===== src/core/tpo_pkg.sv =====
// Shared constants for the timed pattern output unit
package tpo_pkg;

    ////////////////////////////////////////////////////////////////////////
    // Widths
    localparam int TPO_AW     = 4;          // Register address width
    localparam int TPO_DW     = 8;          // Register data width
    localparam int TPO_PINS   = 16;         // Pattern pins
    localparam int TPO_GROUPS = 4;          // Groups of pins
    localparam int TPO_GW     = 4;          // Pins per group
    localparam int TPO_CHANS  = 4;          // Companion timer channels

    ////////////////////////////////////////////////////////////////////////
    // Register offsets, one byte each
    localparam logic [3:0] ADDR_MODE     = 4'h0;  // group_mode_reg
    localparam logic [3:0] ADDR_TSEL     = 4'h1;  // trigger_select_reg
    localparam logic [3:0] ADDR_NEXT_LO  = 4'h2;  // next_pattern_low
    localparam logic [3:0] ADDR_NEXT_HI  = 4'h3;  // next_pattern_high
    localparam logic [3:0] ADDR_GATE_LO  = 4'h4;  // next_gate_low
    localparam logic [3:0] ADDR_GATE_HI  = 4'h5;  // next_gate_high
    localparam logic [3:0] ADDR_DATA_LO  = 4'h6;  // port_low_data
    localparam logic [3:0] ADDR_DATA_HI  = 4'h7;  // port_high_data
    localparam logic [3:0] ADDR_DIR_LO   = 4'h8;  // port_low_direction
    localparam logic [3:0] ADDR_DIR_HI   = 4'h9;  // port_high_direction

    ////////////////////////////////////////////////////////////////////////
    // Field layout and values after reset
    localparam int         MODE_SPLIT_LSB = 0;    // Split bits 3..0
    localparam logic [7:0] MODE_RESET     = 8'hf0;
    localparam logic [3:0] MODE_RSVD_READ = 4'hf; // Bits 7..4 read as 1
    localparam logic [3:0] SPLIT_RESET    = 4'h0;
    localparam logic [7:0] TSEL_RESET     = 8'hff;
    localparam int         TSEL_FIELD_W   = 2;    // Per-group select width
    localparam logic [15:0] PIN_RESET     = 16'h0000;
    localparam logic [7:0] READ_IDLE      = 8'h00;

    ////////////////////////////////////////////////////////////////////////
    // Timing: trigger to port data update, in clock cycles
    localparam int TRIG_TO_DATA_CYC = 1;

endpackage : tpo_pkg


===== src/core/tpo_group_load.sv =====
`timescale 1ns/1ps
`default_nettype none

// Per-group transfer mask from the selected trigger events
module tpo_group_load
    import tpo_pkg::*;
#(
    parameter int GW = TPO_GW
) (
    // Mode and selected events
    input  wire logic          split_i,
    input  wire logic          evt_a_i,
    input  wire logic          evt_b_i,
    // Pattern and gate bits of the group
    input  wire logic [GW-1:0] next_i,
    input  wire logic [GW-1:0] gate_i,
    // Bits to copy this cycle
    output logic      [GW-1:0] load_o
);

    logic [GW-1:0] from_a;
    logic [GW-1:0] from_b;

    // Event A loads every gated bit, in either mode
    assign from_a = evt_a_i ? gate_i : '0;

    // Event B only counts when split; it moves zeros only, so falling
    // edges lead rising edges by the margin
    assign from_b = (split_i && evt_b_i) ? (gate_i & ~next_i) : '0;

    assign load_o = from_a | from_b;

endmodule : tpo_group_load

`default_nettype wire


===== src/core/tpo_top.sv =====
//
// Behaviour
// - Mode register loads f0 on reset and hardware standby; software standby keeps it.
// - Mode bits 7..4 always read 1 and ignore writes.
// - Mode bits 3..0 pick split output for groups 3..0.
// - With split off a group updates only on match A.
// - Split mode: period sets trigger period, margin sets overlap gap; A and B act.
// - Pattern drive needs both direction and gate bit at 1.
// - Pin first shows old data; each trigger copies next bit into data.
// - Gate 1, direction 0: input pin, data read-only but still loaded.
// - Gate 0: ordinary input or output port by direction bit.
// - Input capture triggers the transfer like a compare match.
// - Transfer still happens while another function owns the pin.
// - Split mode: match A copies every gated next bit.
// - Split mode: match B copies only next bits that are 0.
// - Two-bit select per group picks channel 0..3; resets to all ones.
// - Gate bit off leaves data bit and pin unchanged at triggers.
//
// Added by the designer: the register offsets and the strobed register port.
`timescale 1ns/1ps
`default_nettype none

module tpo_top
    import tpo_pkg::*;
#(
    parameter int PINS   = TPO_PINS,
    parameter int GROUPS = TPO_GROUPS,
    parameter int GW     = TPO_GW,
    parameter int CHANS  = TPO_CHANS
) (
    // Clock and resets
    input  wire logic              ref_clk_i,
    input  wire logic              reset_i,
    input  wire logic              hw_standby_i,
    // Register port
    input  wire logic [TPO_AW-1:0] addr_i,
    input  wire logic [TPO_DW-1:0] wdata_i,
    input  wire logic              wr_i,
    input  wire logic              rd_i,
    output logic      [TPO_DW-1:0] rdata_o,
    // Companion timer events, one pulse per channel
    input  wire logic [CHANS-1:0]  match_a_i,
    input  wire logic [CHANS-1:0]  match_b_i,
    input  wire logic [CHANS-1:0]  capture_a_i,
    input  wire logic [CHANS-1:0]  capture_b_i,
    // Pins taken over by timer, memory engine or address output
    input  wire logic [PINS-1:0]   takeover_i,
    // Pulse pattern pins
    input  wire logic [PINS-1:0]   pin_i,
    output logic      [PINS-1:0]   pin_o,
    output logic      [PINS-1:0]   pin_oe_o,
    // Pins currently in pattern output
    output logic      [PINS-1:0]   pattern_active_o
);

    ////////////////////////////////////////////////////////////////////////
    // Register state

    logic              rst;
    logic [3:0]        group_split;      // group3..0_split_mode
    logic [7:0]        trigger_select;
    logic [PINS-1:0]   next_pattern_bits;
    logic [PINS-1:0]   next_gate_bits;
    logic [PINS-1:0]   port_data;
    logic [PINS-1:0]   port_direction;
    logic [PINS-1:0]   next_port_data;
    logic [PINS-1:0]   load_mask;
    logic [GROUPS-1:0] sel_a;
    logic [GROUPS-1:0] sel_b;
    logic [TPO_DW-1:0] next_rdata;
    logic              data_wr_lo;
    logic              data_wr_hi;

    // Hardware standby clears like reset; software standby is not seen
    // here, so every register simply holds through it
    assign rst = reset_i | hw_standby_i;

    assign data_wr_lo = wr_i && (addr_i == ADDR_DATA_LO);
    assign data_wr_hi = wr_i && (addr_i == ADDR_DATA_HI);

    ////////////////////////////////////////////////////////////////////////
    // Mode register: only the split bits are stored

    always_ff @(posedge ref_clk_i) begin
        if (rst) begin
            group_split <= SPLIT_RESET;
        end else if (wr_i && addr_i == ADDR_MODE) begin
            group_split <= wdata_i[MODE_SPLIT_LSB +: 4];
        end
    end

    // Trigger channel selection, two bits per group
    always_ff @(posedge ref_clk_i) begin
        if (rst) begin
            trigger_select <= TSEL_RESET;
        end else if (wr_i && addr_i == ADDR_TSEL) begin
            trigger_select <= wdata_i;
        end
    end

    // Next pattern bits, written low and high byte separately
    always_ff @(posedge ref_clk_i) begin
        if (rst) begin
            next_pattern_bits <= PIN_RESET;
        end else if (wr_i && addr_i == ADDR_NEXT_LO) begin
            next_pattern_bits[7:0] <= wdata_i;
        end else if (wr_i && addr_i == ADDR_NEXT_HI) begin
            next_pattern_bits[15:8] <= wdata_i;
        end
    end

    // Per-pin transfer gates
    always_ff @(posedge ref_clk_i) begin
        if (rst) begin
            next_gate_bits <= PIN_RESET;
        end else if (wr_i && addr_i == ADDR_GATE_LO) begin
            next_gate_bits[7:0] <= wdata_i;
        end else if (wr_i && addr_i == ADDR_GATE_HI) begin
            next_gate_bits[15:8] <= wdata_i;
        end
    end

    // Pin directions
    always_ff @(posedge ref_clk_i) begin
        if (rst) begin
            port_direction <= PIN_RESET;
        end else if (wr_i && addr_i == ADDR_DIR_LO) begin
            port_direction[7:0] <= wdata_i;
        end else if (wr_i && addr_i == ADDR_DIR_HI) begin
            port_direction[15:8] <= wdata_i;
        end
    end

    ////////////////////////////////////////////////////////////////////////
    // Trigger selection and per-group transfer masks

    genvar g;
    generate
        for (g = 0; g < GROUPS; g++) begin : gen_group
            logic [TSEL_FIELD_W-1:0] chan;

            assign chan = trigger_select[g*TSEL_FIELD_W +: TSEL_FIELD_W];

            // Capture counts as a match on the same register
            assign sel_a[g] = match_a_i[chan] | capture_a_i[chan];
            assign sel_b[g] = match_b_i[chan] | capture_b_i[chan];

            tpo_group_load #(
                .GW      (GW)
            ) u_load (
                .split_i (group_split[g]),
                .evt_a_i (sel_a[g]),
                .evt_b_i (sel_b[g]),
                .next_i  (next_pattern_bits[g*GW +: GW]),
                .gate_i  (next_gate_bits[g*GW +: GW]),
                .load_o  (load_mask[g*GW +: GW])
            );

            // Normal mode ignores event B entirely
            normal_only_a_a: assert property (
                @(posedge ref_clk_i) disable iff (rst)
                (!group_split[g] && !sel_a[g])
                    |-> (load_mask[g*GW +: GW] == '0)
            ) else $error("normal group loaded without event A");

            // Split mode, event A: every gated bit lands
            split_a_load_a: assert property (
                @(posedge ref_clk_i) disable iff (rst)
                (group_split[g] && sel_a[g])
                    |=> (port_data[g*GW +: GW]
                         & $past(next_gate_bits[g*GW +: GW]))
                        == ($past(next_pattern_bits[g*GW +: GW])
                         & $past(next_gate_bits[g*GW +: GW]))
            ) else $error("split event A missed a gated bit");

            // Split mode, event B alone: no bit may rise
            split_b_zero_a: assert property (
                @(posedge ref_clk_i) disable iff (rst)
                (group_split[g] && sel_b[g] && !sel_a[g]
                 && !data_wr_lo && !data_wr_hi)
                    |=> (port_data[g*GW +: GW]
                         & ~$past(port_data[g*GW +: GW])) == '0
            ) else $error("split event B raised a bit");

            // Capture A on the selected channel loads a normal group
            capture_trig_a: assert property (
                @(posedge ref_clk_i) disable iff (rst)
                (capture_a_i[chan] && !group_split[g])
                    |=> (port_data[g*GW +: GW]
                         & $past(next_gate_bits[g*GW +: GW]))
                        == ($past(next_pattern_bits[g*GW +: GW])
                         & $past(next_gate_bits[g*GW +: GW]))
            ) else $error("capture did not trigger group");
        end
    endgenerate

    ////////////////////////////////////////////////////////////////////////
    // Port data: transfer beats a software write in the same cycle

    always_comb begin
        next_port_data = port_data;
        for (int i = 0; i < PINS; i++) begin
            if (load_mask[i]) begin
                next_port_data[i] = next_pattern_bits[i];
            end else if (next_gate_bits[i] && !port_direction[i]) begin
                // Gated input pin: data is read-only
                next_port_data[i] = port_data[i];
            end else if (i < 8 && data_wr_lo) begin
                next_port_data[i] = wdata_i[i % 8];
            end else if (i >= 8 && data_wr_hi) begin
                next_port_data[i] = wdata_i[i % 8];
            end
        end
    end

    // Transfer lands on the edge that sees the trigger pulse
    always_ff @(posedge ref_clk_i) begin
        if (rst) begin
            port_data <= PIN_RESET;
        end else begin
            port_data <= next_port_data;
        end
    end

    ////////////////////////////////////////////////////////////////////////
    // Pins: data flop drives the pin directly, so no extra latency

    assign pin_o = port_data;

    // Enable follows direction; a taken-over pin is released to its owner
    // but its data bit keeps being loaded underneath
    always_ff @(posedge ref_clk_i) begin
        if (rst) begin
            pin_oe_o <= PIN_RESET;
        end else begin
            pin_oe_o <= port_direction & ~takeover_i;
        end
    end

    // Pattern drive needs gate and direction both set
    always_ff @(posedge ref_clk_i) begin
        if (rst) begin
            pattern_active_o <= PIN_RESET;
        end else begin
            pattern_active_o <= port_direction & next_gate_bits
                                & ~takeover_i;
        end
    end

    ////////////////////////////////////////////////////////////////////////
    // Read port: data valid only in the cycle after the strobe

    always_comb begin
        next_rdata = READ_IDLE;
        case (addr_i)
            ADDR_MODE:    next_rdata = {MODE_RSVD_READ, group_split};
            ADDR_TSEL:    next_rdata = trigger_select;
            ADDR_NEXT_LO: next_rdata = next_pattern_bits[7:0];
            ADDR_NEXT_HI: next_rdata = next_pattern_bits[15:8];
            ADDR_GATE_LO: next_rdata = next_gate_bits[7:0];
            ADDR_GATE_HI: next_rdata = next_gate_bits[15:8];
            // Input pins read the pin level, outputs the data bit
            ADDR_DATA_LO: next_rdata = (port_data[7:0] & port_direction[7:0])
                                     | (pin_i[7:0] & ~port_direction[7:0]);
            ADDR_DATA_HI: next_rdata = (port_data[15:8]
                                        & port_direction[15:8])
                                     | (pin_i[15:8]
                                        & ~port_direction[15:8]);
            ADDR_DIR_LO:  next_rdata = port_direction[7:0];
            ADDR_DIR_HI:  next_rdata = port_direction[15:8];
            default:      next_rdata = READ_IDLE;
        endcase
    end

    always_ff @(posedge ref_clk_i) begin
        if (rst) begin
            rdata_o <= READ_IDLE;
        end else if (rd_i) begin
            rdata_o <= next_rdata;
        end else begin
            rdata_o <= READ_IDLE;
        end
    end

    ////////////////////////////////////////////////////////////////////////
    // Checks

    // Reset and hardware standby leave the mode at its initial value
    mode_reset_val_a: assert property (
        @(posedge ref_clk_i)
        rst |=> ({MODE_RSVD_READ, group_split} == MODE_RESET)
    ) else $error("mode register not at reset value");

    // Selection resets to channel 3 for every group
    tsel_reset_val_a: assert property (
        @(posedge ref_clk_i)
        rst |=> (trigger_select == TSEL_RESET)
    ) else $error("trigger select not at reset value");

    // Reserved mode bits read as ones even after a zero write
    mode_rsvd_read_a: assert property (
        @(posedge ref_clk_i) disable iff (rst)
        (rd_i && addr_i == ADDR_MODE)
            |=> (rdata_o[7:4] == MODE_RSVD_READ)
    ) else $error("reserved mode bits not read as one");

    // Ungated bits never change without a software write
    gate_off_hold_a: assert property (
        @(posedge ref_clk_i) disable iff (rst)
        (!data_wr_lo && !data_wr_hi)
            |=> ((port_data ^ $past(port_data))
                 & ~$past(next_gate_bits)) == '0
    ) else $error("ungated data bit changed");

    // Normal group 0 on event A: pin shows next bits one edge later
    normal_load_a: assert property (
        @(posedge ref_clk_i) disable iff (rst)
        (!group_split[0] && sel_a[0] && next_gate_bits[3:0] == 4'hf)
            |=> (pin_o[3:0] == $past(next_pattern_bits[3:0]))
    ) else $error("normal transfer not seen on pins");

    // Transfer proceeds while the pin belongs to another function
    takeover_load_a: assert property (
        @(posedge ref_clk_i) disable iff (rst)
        (takeover_i[0] && sel_a[0] && next_gate_bits[0])
            |=> (port_data[0] == $past(next_pattern_bits[0]))
    ) else $error("taken-over pin missed transfer");

    // Gated input pin ignores software writes to its data bit
    gated_input_ro_a: assert property (
        @(posedge ref_clk_i) disable iff (rst)
        (data_wr_lo && next_gate_bits[4] && !port_direction[4]
         && !load_mask[4])
            |=> $stable(port_data[4])
    ) else $error("read-only data bit was written");

    // Ungated output pin takes a software write
    plain_output_wr_a: assert property (
        @(posedge ref_clk_i) disable iff (rst)
        (data_wr_lo && !next_gate_bits[0])
            |=> (port_data[0] == $past(wdata_i[0]))
    ) else $error("plain port write lost");

    // Enable tracks direction one edge on, absent takeover
    dir_enable_a: assert property (
        @(posedge ref_clk_i) disable iff (rst)
        (port_direction[0] && !takeover_i[0])
            |=> pin_oe_o[0]
    ) else $error("pin not driven with direction set");

    // Read data stands only in the cycle after the strobe
    read_idle_a: assert property (
        @(posedge ref_clk_i) disable iff (rst)
        !rd_i |=> (rdata_o == READ_IDLE)
    ) else $error("read data outside its cycle");

endmodule : tpo_top

`default_nettype wire


===== config.mk =====
export PLATFORM = sky130hd
export DESIGN_NAME = tpo_top
export DESIGN_NICKNAME = d
export VERILOG_FILES = /design/src/core/tpo_pkg.sv /design/src/core/tpo_group_load.sv /design/src/core/tpo_top.sv
export SDC_FILE = /design/constraint.sdc
export NUM_CORES = 1
export LEC_CHECK = 0
export BUFFER_PORTS_ARGS = -buffer_cell sky130_fd_sc_hd__buf_4
export CORE_AREA = 2 2 111 113
export DETAILED_ROUTE_END_ITERATION = 10
export DIE_AREA = 0 0 113 115
export PLACE_DENSITY = 0.74
export SYNTH_ARGS = -nofsm -noshare
export SYNTH_HDL_FRONTEND = slang
export SYNTH_SLANG_ARGS = --single-unit

===== constraint.sdc =====
create_clock -name ref_clk_i -period 1.8 [get_ports ref_clk_i]
set_clock_uncertainty 0.2 [all_clocks]
set_input_delay 0.18 -clock ref_clk_i [delete_from_list [all_inputs] [get_ports ref_clk_i]]
set_output_delay 0.18 -clock ref_clk_i [all_outputs]
set_load 0.005 [all_outputs]

==> flow_summary.rst <==
.. list-table::
   :header-rows: 1

   * - Metric
     - Value
   * - Average cell area after synthesis
     - 8.77 um2
   * - Maximum count of clock buffers along a single path
     - 2
   * - Share of Yosys cell area claimed by the top area cell type
     - slightly above 40%
   * - Final design area excluding fillers
     - 8370 um2
   * - Core Rows
     - 40
   * - Routed length per placed instance
     - 20.2 um
   * - CTS root buf
     - sky130_fd_sc_hd__clkbuf_16
   * - Synthesized area
     - 5630 um2
   * - Antenna violations before repair
     - 0
   * - Count of distinct cell types in the synthesized netlist
     - 58
   * - Type of element launching the critical path
     - register
   * - Instance count along the most critical hold path
     - 4
   * - Die height
     - 115 um
   * - Share of layout cells above drive strength 1
     - a little over a third
   * - Endpoint kind of the worst setup timing path
     - register
   * - # diodes
     - 0
   * - PnR worst setup slack
     - -0.0112 ns
   * - Post-synthesis sequential area ratio
     - 41.2%
   * - MaxCap Viol Count
     - 0
   * - Transition at the pin with the smallest max-transition slack
     - 0.632 ns
   * - Leakage power of the design
     - 3.37 nW
   * - Max Fanout on Critical Path
     - 4
   * - Dominant register cell in the synthesized netlist
     - sky130_fd_sc_hd__dfxtp_1
   * - Worst r2r path cells
     - 6
   * - Last weighted congestion value of the routability-driven placer
     - 0.914
   * - Pre-antenna DRT Iters
     - 8
   * - Sinks on Clock Net
     - 116
   * - Path category of the worst min-delay check
     - primary input to register
   * - Final wirelength
     - just over 20000 um
   * - Clock tree from TritonCTS
     - yes
   * - Io pins
     - 121
   * - Area enclosed by the die boundary
     - 13000 um2
   * - DP Wirelength
     - 14800 um
   * - Fill cell count
     - 891
   * - Avg Vias per Cell
     - between 5 and 6
   * - Setup repair after global routing missed its margin
     - yes
   * - Arrival time reported for the critical path endpoint
     - 1.92 ns
   * - Effective utilization at floorplan
     - 47.7%
   * - Iteration-0 DRC count of the detailed router
     - 518
   * - Register bit total from synthesis
     - 116
   * - Number of nets in the final layout
     - 925
   * - Post-Synthesis Net Count
     - 707
   * - Total of endpoints with negative setup slack in the final report
     - 4
   * - Maximum number of pins on one net before global-route repair
     - 83
   * - Area growth, synth to finish
     - 48.7%
   * - Critical path origin
     - trigger_select[4]
   * - Critical Setup Path Class
     - register to register
   * - Violations in the final reports
     - DRC, setup timing
   * - Most area-consuming cells after synthesis
     - sky130_fd_sc_hd__dfxtp_1, sky130_fd_sc_hd__mux2i_1, sky130_fd_sc_hd__a21oi_1
   * - F_max
     - 0.552 GHz
   * - Status
     - complete, but fails checks
   * - Beginning of the worst register-to-register path
     - trigger_select[4]
   * - Clock insertion delay at the later pin of the skew report
     - 0.42 ns
   * - Largest area contributor in the netlist
     - sky130_fd_sc_hd__dfxtp_1
   * - Required time of the critical path
     - 1.91 ns
   * - Max Transition Viols Final
     - 0
   * - Core area
     - about 12000 um2
   * - Min Tclk post-route
     - 1.81 ns
   * - CTS H-tree depth
     - 4
   * - Cts bufs inserted
     - 17
   * - Placed cell area
     - 7230 um2
   * - Tot GR Track Use
     - a little under a third
   * - Clock-pin slew reported for the worst setup and hold paths after clock tree synthesis
     - 0.05 ns
   * - Total vias in the final route
     - 5961
   * - Final Hold Violating Endpoints
     - 0
   * - Post-synth EDFFs
     - 0
   * - Total congestion overflow
     - 0
   * - Max transition margin
     - ~58%
   * - Horiz. Die Dim
     - 113 um
   * - Share of the clock period used by the worst path after layout
     - 101%
   * - Count of mapped cells out of synthesis
     - 642
   * - Peak VDD IR
     - 0.000702 V
   * - Number of global-route vias before repair
     - slightly below 6000
   * - Wire length of the first global-routing pass
     - around 31000 um
   * - Total power density per cell area
     - 831 nW/um2
   * - Count of nets left with antenna violations after detail routing
     - 0
   * - Number of synthesis warnings
     - 0
   * - Tightest hold margin
     - 0.0218 ns
   * - Synth async-reset ratio
     - 0%
   * - DRC violation count after routing
     - 9
   * - Min-Delay Startpoint
     - pin_i[8]
   * - Count of buffers from port buffering
     - 120
==> critical path: stages, from the launching register on <==
cell                       delay, ns
sky130_fd_sc_hd__dfxtp_2        0.34
sky130_fd_sc_hd__inv_2          0.07
sky130_fd_sc_hd__mux4_2         0.54
sky130_fd_sc_hd__o31ai_2        0.08
sky130_fd_sc_hd__buf_4          0.19
sky130_fd_sc_hd__a211oi_1       0.08
sky130_fd_sc_hd__a31o_1         0.20
==> cells in the final DEF (no fill, tap or decap), drive strengths merged, types with 2 or more instances in the layout <==
cell type / synthesis / final
buf: 21 / 211
dfxtp: 116 / 116
nand2: 69 / 69
a21oi: 53 / 53
nand3: 41 / 41
mux2i: 40 / 40
nor2: 33 / 33
dlygate4sd3: 0 / 30
o21ai: 26 / 26
clkbuf: 21 / 25
nor3: 24 / 24
inv: 22 / 22
nor2b: 19 / 19
nor3b: 15 / 15
and2: 15 / 15
a211oi: 15 / 15
a31o: 12 / 12
a31oi: 9 / 9
nor4b: 7 / 7
mux2: 6 / 6
or2: 6 / 6
nor4: 6 / 6
a21o: 5 / 5
o211ai: 5 / 5
a22o: 5 / 5
mux4: 5 / 5
a21boi: 5 / 5
o22ai: 4 / 4
a22oi: 4 / 4
o21a: 4 / 4
bufinv: 0 / 4
nand2b: 3 / 3
a221oi: 3 / 3
and3b: 3 / 3
a311o: 3 / 3
clkinvlp: 0 / 3
o31ai: 3 / 3
and3: 2 / 2
==> synthesized netlist by cell type (all sizes together), types with 19 or more instances <==
cell type	instances
dfxtp	116
a21oi	53
nor3	24
nand2	69
mux2i	40
buf	21
inv	22
nand3	41
clkbuf	21
nor2	33
o21ai	26
nor2b	19
==> worst paths after layout <==
kind,to,slack [ns]
worst max register to register,pin_o[10],-0.01
worst max-delay path,pin_o[10],-0.01
worst min-delay path,rdata_o[0],0.02
worst min register to register,port_direction[0],0.27
==> layer usage <==
| layer | GRT usage, % | wire, um |
|---|---|---|
| met1 | 40.8 | 8580 |
| met2 | 53.1 | 9980 |
| met3 | 6.64 | 1540 |
| met4 | 11.2 | 453 |
| met5 | 0 | 0 |
==> per-stage QoR <==
stage                     std cells  setup WS (ns)  utilization, %  TNS (ns)  total power, mW
after floorplan                 642         0.0886               -         0             2.91
after global placement          955        -0.0924            61.2    -0.874             3.22
after detailed placement        955         -0.102            61.2     -1.06             3.23
after CTS                      1018       0.000422            69.4         0             6.94
after global routing           1020        -0.0496            70.9    -0.356             7.12
final                          1020        -0.0112            70.9   -0.0148             6.96
==> what timing repair did <==
action | 4_1_cts | 5_1_grt
endpoints found under the setup margin | 15 | 17
pin swaps | 0 | 13
gates resized for setup | 5 | 32
hold endpoints to repair | 96 | 0
hold buffers | 30 | 0
buffers inserted | 1 | 2
==> final cells by class <==
cell class / instances / area [um2] / area share, %
multi-input cells: 462 / 3190 / 38.1
clock buffers: 25 / 505 / 6.04
flip-flops and latches: 116 / 2330 / 27.9
well taps: 147 / 184 / 2.20
repair buffers: 241 / 1940 / 23.1
inverters: 22 / 82.6 / 0.986
clock inverters: 7 / 143 / 1.70
==> power breakdown <==
part / total (mW) / switching, mW / internal (mW)
Sequential: 2.59 / 0.0108 / 2.58
Combinational: 0.675 / 0.359 / 0.316
Clock: 3.69 / 1.19 / 2.50
Total: 6.96 / 1.56 / 5.40
==> cells by family (layout without fill, tap and decap cells) <==
logic type | after synthesis | after routing | synth area share, %
AO/OA/AOI/OAI | 165 | 165 | 19.6
buffers and inverters | 64 | 295 | 4.78
flip-flops | 116 | 116 | 41.2
multiplexers | 51 | 51 | 10.3
AND/OR/NAND/NOR | 246 | 246 | 24.1
(Power assumes the default switching activity.)
